==> src/verilog/tir_map.vh <==
/*
 * register map of the trace integration-test register set: byte offsets,
 * field positions, reset values and constant read values.
 * assumes the includer compares offsets against a 12-bit byte address
 * built from the word address of the debug register port.
 */
`ifndef TIR_MAP_VH
`define TIR_MAP_VH

// ==========================================================================
// byte offsets
`define TIR_OFS_MISC_OUT        12'hEDC
`define TIR_OFS_MISC_IN         12'hEE0
`define TIR_OFS_TRIG_OUT        12'hEE8
`define TIR_OFS_DATA_BITS       12'hEEC
`define TIR_OFS_BUS_IN          12'hEF0
`define TIR_OFS_TRACE_ID        12'hEF4
`define TIR_OFS_BUS_CTRL        12'hEF8
`define TIR_OFS_INT_MODE        12'hF00
`define TIR_OFS_PWR_STATUS      12'h314

// ==========================================================================
// constant and reset values
`define TIR_PWR_STATUS_VAL      32'h00000001
`define TIR_INT_MODE_RST        1'h0
`define TIR_OVR_RST             1'h0

// ==========================================================================
// field positions
`define TIR_INT_MODE_BIT        0
`define TIR_MO_EXT_HI           9
`define TIR_MO_EXT_LO           8
`define TIR_MO_IDLE_ACK         5
`define TIR_MO_DBG_REQ          4
`define TIR_MI_STANDBY          5
`define TIR_MI_DBG_ACK          4
`define TIR_MI_EXT_HI           3
`define TIR_MI_EXT_LO           0
`define TIR_TR_TRIG             0
`define TIR_DB_HI               4
`define TIR_DB_LO               0
`define TIR_BI_FLUSH_VALID      1
`define TIR_BI_READY            0
`define TIR_ID_HI               6
`define TIR_ID_LO               0
`define TIR_BC_BYTES_HI         9
`define TIR_BC_BYTES_LO         8
`define TIR_BC_FLUSH_READY      1
`define TIR_BC_VALID            0

`endif

==> src/verilog/tir_regs.v <==
/*
 * integration-test registers of a program-flow trace unit, reached over
 * the unit's debug apb slave port, plus its constant power-down status.
 * assumes the apb master runs on clk and that functional trace logic
 * supplies the normal values of every overridable pin.
 */
//
// Behaviour
// - power-down status always reads one: trace registers reachable.
// - bit 0 of integration control enters integration mode; reset clears it.
// - in integration mode, write-only test values drive their mapped pins.
// - in integration mode, read-only test registers return live input pins.
// - misc output bits 9:8 ext outputs, 5 idle ack, 4 debug request.
// - misc input bit 5 standby, 4 debug ack, 3:0 ext inputs.
// - trigger register bit 0 drives trigger output; rest reserved.
// - data bits 4..0 drive trace data bits 31,23,15,7,0.
// - bus input register: bit 1 flush valid, bit 0 ready, rest zero.
// - trace id register bits 6:0 drive trace source id.
// - bus control bits 9:8 byte count, 1 flush ready, 0 valid.
//
`timescale 1ns/1ps
`default_nettype none
`include "tir_map.vh"

module tir_regs (
   // clock and reset
   input  wire        clk,
   input  wire        srst,
   // debug apb slave
   input  wire        psel,
   input  wire        penable,
   input  wire [11:2] paddr,
   input  wire        pwrite,
   input  wire [31:0] pwdata,
   output wire [31:0] prdata,
   output wire        pready,
   output wire        pslverr,
   // functional values of overridable outputs
   input  wire [1:0]  func_ext_output_resource,
   input  wire        func_idle_ack_n,
   input  wire        func_debug_request_out,
   input  wire        func_trigger_occurred_out,
   input  wire [31:0] func_trace_data_out,
   input  wire [6:0]  func_trace_source_id_out,
   input  wire [1:0]  func_trace_byte_count_out,
   input  wire        func_flush_ready_out,
   input  wire        func_trace_valid_out,
   // output pins
   output wire [1:0]  ext_output_resource,
   output wire        idle_ack_n,
   output wire        debug_request_out,
   output wire        trigger_occurred_out,
   output wire [31:0] trace_data_out,
   output wire [6:0]  trace_source_id_out,
   output wire [1:0]  trace_byte_count_out,
   output wire        flush_ready_out,
   output wire        trace_valid_out,
   // input pins
   input  wire        cpu_wfi_standby,
   input  wire        debug_ack_in,
   input  wire [3:0]  ext_input_resource,
   input  wire        flush_valid_in,
   input  wire        trace_ready_in,
   // mode status for the functional logic
   output wire        integration_mode
);

// ==========================================================================
// state
reg        int_mode_q;
reg [1:0]  ext_out_q;
reg        idle_ack_n_q;
reg        dbg_req_q;
reg        trig_q;
reg [4:0]  data_bits_q;
reg [6:0]  trace_id_q;
reg [1:0]  byte_cnt_q;
reg        flush_ready_q;
reg        trace_valid_q;
reg [31:0] prdata_q;
reg [31:0] rd_data_d;

wire [11:0] byte_addr;
wire        wr_en;
wire        rd_setup;

// ==========================================================================
// apb handshake
// the slave never stretches a transfer and never signals an error
assign byte_addr = {paddr, 2'h0};
assign wr_en     = psel & penable & pwrite;
assign rd_setup  = psel & ~penable & ~pwrite;
assign pready    = 1'h1;
assign pslverr   = 1'h0;
assign prdata    = prdata_q;
assign integration_mode = int_mode_q;

// ==========================================================================
// register writes
// overrides are stored even outside integration mode; they only reach
// the pins once the mode bit is set, so software may preload them
always @(posedge clk) begin
   if (srst) begin
      int_mode_q    <= `TIR_INT_MODE_RST;
      ext_out_q     <= {2{`TIR_OVR_RST}};
      idle_ack_n_q  <= `TIR_OVR_RST;
      dbg_req_q     <= `TIR_OVR_RST;
      trig_q        <= `TIR_OVR_RST;
      data_bits_q   <= {5{`TIR_OVR_RST}};
      trace_id_q    <= {7{`TIR_OVR_RST}};
      byte_cnt_q    <= {2{`TIR_OVR_RST}};
      flush_ready_q <= `TIR_OVR_RST;
      trace_valid_q <= `TIR_OVR_RST;
   end else if (wr_en) begin
      if (byte_addr == `TIR_OFS_INT_MODE) begin
         int_mode_q <= pwdata[`TIR_INT_MODE_BIT];
      end else if (byte_addr == `TIR_OFS_MISC_OUT) begin
         // reserved bits are simply not stored
         ext_out_q    <= pwdata[`TIR_MO_EXT_HI:`TIR_MO_EXT_LO];
         idle_ack_n_q <= pwdata[`TIR_MO_IDLE_ACK];
         dbg_req_q    <= pwdata[`TIR_MO_DBG_REQ];
      end else if (byte_addr == `TIR_OFS_TRIG_OUT) begin
         trig_q <= pwdata[`TIR_TR_TRIG];
      end else if (byte_addr == `TIR_OFS_DATA_BITS) begin
         data_bits_q <= pwdata[`TIR_DB_HI:`TIR_DB_LO];
      end else if (byte_addr == `TIR_OFS_TRACE_ID) begin
         trace_id_q <= pwdata[`TIR_ID_HI:`TIR_ID_LO];
      end else if (byte_addr == `TIR_OFS_BUS_CTRL) begin
         byte_cnt_q    <= pwdata[`TIR_BC_BYTES_HI:`TIR_BC_BYTES_LO];
         flush_ready_q <= pwdata[`TIR_BC_FLUSH_READY];
         trace_valid_q <= pwdata[`TIR_BC_VALID];
      end
   end
end

// ==========================================================================
// read decode
// input samples read as zero outside integration mode, so a stray read
// cannot be mistaken for a pin check; write-only registers read zero
always @* begin
   rd_data_d = 32'h00000000;
   if (byte_addr == `TIR_OFS_PWR_STATUS) begin
      rd_data_d = `TIR_PWR_STATUS_VAL;
   end else if (byte_addr == `TIR_OFS_INT_MODE) begin
      rd_data_d[`TIR_INT_MODE_BIT] = int_mode_q;
   end else if (byte_addr == `TIR_OFS_MISC_IN) begin
      if (int_mode_q) begin
         rd_data_d[`TIR_MI_STANDBY] = cpu_wfi_standby;
         rd_data_d[`TIR_MI_DBG_ACK] = debug_ack_in;
         rd_data_d[`TIR_MI_EXT_HI:`TIR_MI_EXT_LO] = ext_input_resource;
      end
   end else if (byte_addr == `TIR_OFS_BUS_IN) begin
      if (int_mode_q) begin
         rd_data_d[`TIR_BI_FLUSH_VALID] = flush_valid_in;
         rd_data_d[`TIR_BI_READY]       = trace_ready_in;
      end
   end
end

// ==========================================================================
// read data register
// captured in the setup phase so prdata is a flop during the access phase
always @(posedge clk) begin
   if (srst) begin
      prdata_q <= 32'h00000000;
   end else if (rd_setup) begin
      prdata_q <= rd_data_d;
   end
end

// ==========================================================================
// pin overrides
// unmapped trace data bits are driven low while overriding
wire [47:0] func_vec;
wire [47:0] ovr_vec;
wire [47:0] pin_vec;
wire [31:0] ovr_data;

assign ovr_data = {data_bits_q[4], 7'h00, data_bits_q[3], 7'h00,
                   data_bits_q[2], 7'h00, data_bits_q[1], 6'h00,
                   data_bits_q[0]};

assign func_vec = {func_ext_output_resource, func_idle_ack_n,
                   func_debug_request_out, func_trigger_occurred_out,
                   func_trace_data_out, func_trace_source_id_out,
                   func_trace_byte_count_out, func_flush_ready_out,
                   func_trace_valid_out};

assign ovr_vec = {ext_out_q, idle_ack_n_q, dbg_req_q, trig_q, ovr_data,
                  trace_id_q, byte_cnt_q, flush_ready_q, trace_valid_q};

tir_out_mux #(
   .W (48)
) u_out_mux (
   .sel      (int_mode_q),
   .func_val (func_vec),
   .ovr_val  (ovr_vec),
   .pin_val  (pin_vec)
);

assign ext_output_resource  = pin_vec[47:46];
assign idle_ack_n           = pin_vec[45];
assign debug_request_out    = pin_vec[44];
assign trigger_occurred_out = pin_vec[43];
assign trace_data_out       = pin_vec[42:11];
assign trace_source_id_out  = pin_vec[10:4];
assign trace_byte_count_out = pin_vec[3:2];
assign flush_ready_out      = pin_vec[1];
assign trace_valid_out      = pin_vec[0];

endmodule

`default_nettype wire

==> src/verilog/tir_out_mux.v <==
/*
 * per-bit selector between functional pin values and test overrides.
 * assumes sel is a registered mode bit, so the pins change cleanly.
 */
`timescale 1ns/1ps
`default_nettype none

module tir_out_mux #(
   parameter W = 48
) (
   // control
   input  wire         sel,
   // sources
   input  wire [W-1:0] func_val,
   input  wire [W-1:0] ovr_val,
   // pins
   output wire [W-1:0] pin_val
);

// ==========================================================================
// bit selectors
genvar i;
generate
   for (i = 0; i < W; i = i + 1) begin : g_bit
      assign pin_val[i] = sel ? ovr_val[i] : func_val[i];
   end
endgenerate

endmodule

`default_nettype wire

==> config.mk <==
export PLATFORM = sky130hd
export DESIGN_NAME = tir_regs
export DESIGN_NICKNAME = d
export VERILOG_FILES = /design/src/verilog/tir_regs.v /design/src/verilog/tir_out_mux.v
export VERILOG_INCLUDE_DIRS = /design/src /design/src/verilog
export SDC_FILE = /design/constraint.sdc
export NUM_CORES = 1
export LEC_CHECK = 0
export ABC_AREA = 1
export BUFFER_PORTS_ARGS = -buffer_cell sky130_fd_sc_hd__buf_4
export CORE_UTILIZATION = 38
export DETAILED_ROUTE_END_ITERATION = 10
export PLACE_DENSITY = 0.92
export RECOVER_POWER = 50
export SYNTH_ARGS = -nofsm -noshare
export SYNTH_HDL_FRONTEND = slang
export SYNTH_SLANG_ARGS = --single-unit
==> constraint.sdc <==
create_clock -name clk -period 1.3 [get_ports clk]
set_input_delay 0.26 -clock clk [delete_from_list [all_inputs] [get_ports clk]]
set_output_delay 0.26 -clock clk [all_outputs]
set_load 0.02 [all_outputs]
Word level (Yosys, flattened, before mapping)
Index checks and enable logic that the tools add are counted.
- equal/unequal tests: 9
- bitwise gates (word level): 11
- muxes and demuxes: 56
- reduce and logical (&&, ||, !) cells: 6
- operators by type and width (operator ; count):
    equality test 10 bit (second input constant) ; 8
    two-way mux 1 bit ; 49
    two-way mux 6 bit ; 2
    equality test 10 x 8 -> 1 bit (second input constant) ; 1
    NOT 1 bit ; 7
    AND reduction 7 bit ; 1
    two-way mux 2 bit ; 3
    AND reduction 6 bit ; 1
    two-way mux 5 bit ; 1
    AND reduction 5 bit ; 1
    bitwise AND 1 bit ; 4
    two-way mux 4 bit ; 1
    AND reduction 4 bit ; 1
    AND reduction 3 bit ; 1
    AND reduction 2 bit ; 1
- bits of input ports: 103
- flip-flop bits (word level): 28
- output and inout port bits: 83
- logic and storage cells: 93

Longest topological paths before layout
- depth in word-level cells: 5
- mapped depth: 9
- mapped depth without buffers: 9

Hierarchy
From an unflattened synthesis, not the netlist that was laid out.
- cells, all modules: 391
- area total of the unflattened synthesis: 2324.7 um^2
- by module, submodules not included (module ; seq. area each (um^2) ; area each (um^2) ; times used ; cells an instance):
    tir_regs ; 560.5 ; 1720.4 ; 1 ; 236
    tir_out_mux ; 0.0 ; 604.3 ; 1 ; 155

Worst setup path before layout
OpenSTA, ideal clock, no wires.
- kind: reg-to-output
- start point: register int_mode_q (netlist: integration_mode)
- end point: output port trace_source_id_out[0]
- slack: -0.329 ns
- required time: 1.040 ns
- buffers on the path: 2
- cell stages (with the launch flop): 5
- arrival time: 1.369 ns
- cells stage by stage: dfxtp_1 > buf_2 > buf_1 > nor2_1 > a21oi_1
- cells in the longest elaborated chain, start to end: 1
- ends and longest elaborated chain (item ; line ; text):
    from (decl) ; tir_regs.v:70 ; reg int_mode_q;
    from (signal assigned) ; tir_regs.v:104 ; int_mode_q <= `TIR_INT_MODE_RST;
    from (signal assigned) ; tir_regs.v:116 ; int_mode_q <= pwdata[`TIR_INT_MODE_BIT];
    two-way mux 1 bit ; tir_out_mux.v:25 ; assign pin_val[i] = sel ? ovr_val[i] : func_val[i];
    to (decl) ; tir_regs.v:54 ; output wire [6:0] trace_source_id_out,
No other way between the ends.

Final worst setup path
- start point: register int_mode_q (netlist: integration_mode)
- end point: output port trace_data_out[4]
- cells in the longest elaborated chain, start to end: 1
- ends and longest elaborated chain (item ; line ; text):
    two-way mux 1 bit ; tir_out_mux.v:25 ;
    to (decl) ; tir_regs.v:53 ; output wire [31:0] trace_data_out,
No other way between the ends.

==> run metrics <==
initial antenna violation count=0; Setup crit start kind=flip-flop; max cap viols=0; GRT Overall Usage=0.215; most common cell in the netlist=nor2_1; synthesized flop and latch total=28; violated checks=setup timing; Yosys top cell by area=dfxtp_1; vias in the first global route=between 2,000 and 2,500; clk slew on worst S/H paths=90 ps; drt first pass iters=5; critical path class=flip-flop to primary output; f_max=640 MHz; P_int=1.54 mW; Combinational Power Share=0.379; Via density=4.65; # IOs=186; worst-path maximum fanout=7; async set or reset register ratio after synthesis=0; GPL Wtd Cong=around 0.86; outcome=complete, but fails checks; multi-input logic area=1510 sq um; Post-route DRC=0; Crit. End Element=primary output; gr ovfl total=0; clock skew=~0.27 ps; share of layout cells above drive strength 1=0.502; Flop pwr share=0.386; post-synthesis mux area share=0.0743; Post-Synth Simple-Gate Area=0.322; cell count after synthesis=332; DIE WIDTH=76.7 microns; number of diodes=0; Net Sw Frac=0.305; Die Area=5880 sq um; Die Ht=76.7 microns; Layout Cells excl Fill=556; Root Buffer=clkbuf_8; H-tree levels=1; detailed-placement wirelength estimate=5120 microns; VDD IR max=roughly 0.73 mV; RSZ-0062 raised after global routing=true; Clock Power Share=0.235; sequential cell area=about 560 sq um; Synth top cells by count=nor2_1, inv_1, nand2_1; sequential element share of the synthesized area=0.264; Final Hold Fails=0; Num CTS Buffers=3; clk buf depth=2; largest family of logic cells by synthesized area=simple AND/OR/NAND/NOR gates; pin count of the biggest net entering global routing=18; worst min path class=primary input to flip-flop; Synth Flop Type=dfxtp_1; Final Slew Violations=0; initial core utilization=0.405; Tmin final=1560 ps; Routed WL=7200 microns; Synth top area share=0.264; Post-Synth XOR/XNOR Area=0; fillers=between 300 and 400; Synth area leaders=dfxtp_1, nor2_1, inv_1; DP Worst Slack=-188 ps; Synth Cell Area=2120 sq um; complex-gate fraction of the synthesized area=0.0985; Clock Latency Late Sink=about 260 ps; Net Sw Power=677 uW; Rows=26; First DRT Iteration DRCs=83; number of synthesis warnings=0; Sink Count=28; Final WS setup=-263 ps; # hold bufs at CTS=0; area delta synth->final=90.8%; Setup-failing EPs final=51; synthesized area per cell=6.39 sq um; core box area=5240 sq um; Placed Instances=543; Buffers on Ports=around 130; Pleak=2.01 nW; Post-DRT Antenna Nets=0; CTS tree=yes; Unique masters post-synth=26; pwr dens=549 nW/um^2; Tcrit/Tclk final=1.20; DR WL/cell=12.9 microns; EDFF count, synth=0; total number of vias=2,585; Data required, critical path=1040 ps; final net count=590; crit path DAT=~1300 ps; Post-Synth Adder-Cell Area=0; first-pass GRT wire length=10,500 microns
==> kinds of logic (layout without fill, tap and decap cells) <==
kind of cell           Yosys count  in the layout
AO/OA/AOI/OAI                   39             39
buffers and inverters          102            230
flip-flops                      28             28
multiplexers                    14             14
other                            2             28
AND/OR/NAND/NOR                147            147
==> critical path, cell delays in order, from the launching register on <==
cell and delay, ps:
dfxtp_4 380, buf_12 160, buf_12 140, buf_8 130
nor2_4 90, buf_6 130
==> cell type report <==
cell class | instances | area share
inverters | 64 | 0.0594
flip-flops and latches | 28 | 0.139
clock buffers | 4 | 0.0136
multi-input cells | 228 | 0.373
repair buffers | 162 | 0.393
well taps | 70 | 0.0216
==> cell usage in the layout (no fill, tap or decap), drive strengths merged <==
cell,n
nand4,8
nor2,73
a21oi,23
o21ai,15
o21bai,1
nand3,17
nor4,1
inv,64
buf,159
conb,28
clkbuf,7
mux2,14
nand2,44
dfxtp,28
nor3,4
==> sequential cells by signal, indices dropped and copies added (netlist names) <==
signal	cells
flush_ready_q	1
data_bits_q	5
trace_valid_q	1
trig_q	1
idle_ack_n_q	1
byte_cnt_q	2
dbg_req_q	1
integration_mode	1
trace_id_q	7
prdata	6
ext_out_q	2
==> power groups by stage <==
stage / logic [mW] / clock network [mW] / registers, mW
final: 0.841 / 0.523 / 0.857
after global routing: 0.888 / 0.576 / 0.858
after CTS: 0.758 / 0.541 / 0.857
after detailed placement: 0.708 / 0 / 0.877
after global placement: 0.692 / 0 / 0.877
after floorplan: 0.415 / 0 / 0.881
==> layer usage <==
layer | vias to the layer above | track usage | share of wire
met1 | 1181 | 0.220 | 0.36
li1 | 1273 | - | -
met5 | - | 0 | 0
met2 | 120 | 0.439 | 0.55
met3 | 11 | 0.0405 | 0.065
met4 | 0 | 0.0500 | 0.015
==> stage by stage <==
| step | hold WS, ps | util | setup TNS, ps | total power, mW | instance area, sq um |
|---|---|---|---|---|---|
| floorplan | 332 | - | -1060 | 1.30 | 2400 |
| detailed placement | 465 | 0.646 | -2240 | 1.58 | 3380 |
| global placement | 450 | 0.646 | -1100 | 1.57 | 3380 |
| CTS | 227 | 0.712 | -10680 | 2.16 | 3730 |
| global route | 238 | 0.773 | -12780 | 2.32 | 4050 |
| finish | 239 | 0.773 | -10370 | 2.22 | 4050 |
==> final timing paths <==
kind	from	end	slack (ps)	cells past startpoint
worst min-delay path	pwdata[9]	ext_out_q[1]$_SDFFE_PP0P_	240	3
worst max-delay path	integration_mode$_SDFFE_PP0P_	trace_data_out[4]	-260	5
worst max register to register	integration_mode$_SDFFE_PP0P_	prdata[1]$_SDFFE_PP0P_	-10	9
worst min register to register	prdata[3]$_SDFFE_PP0P_	prdata[3]$_SDFFE_PP0P_	480	2
==> timing repair <==
| item | 4_1_cts | 5_1_grt |
|---|---|---|
| setup buffers | 5 | 0 |
| pin swaps | 0 | 28 |
| resized for setup | 51 | 61 |
| endpoints found under the hold margin | 0 | 0 |
| setup endpoints to repair | 51 | 57 |
| cloned | 1 | 3 |
(Power assumes the default switching activity.)
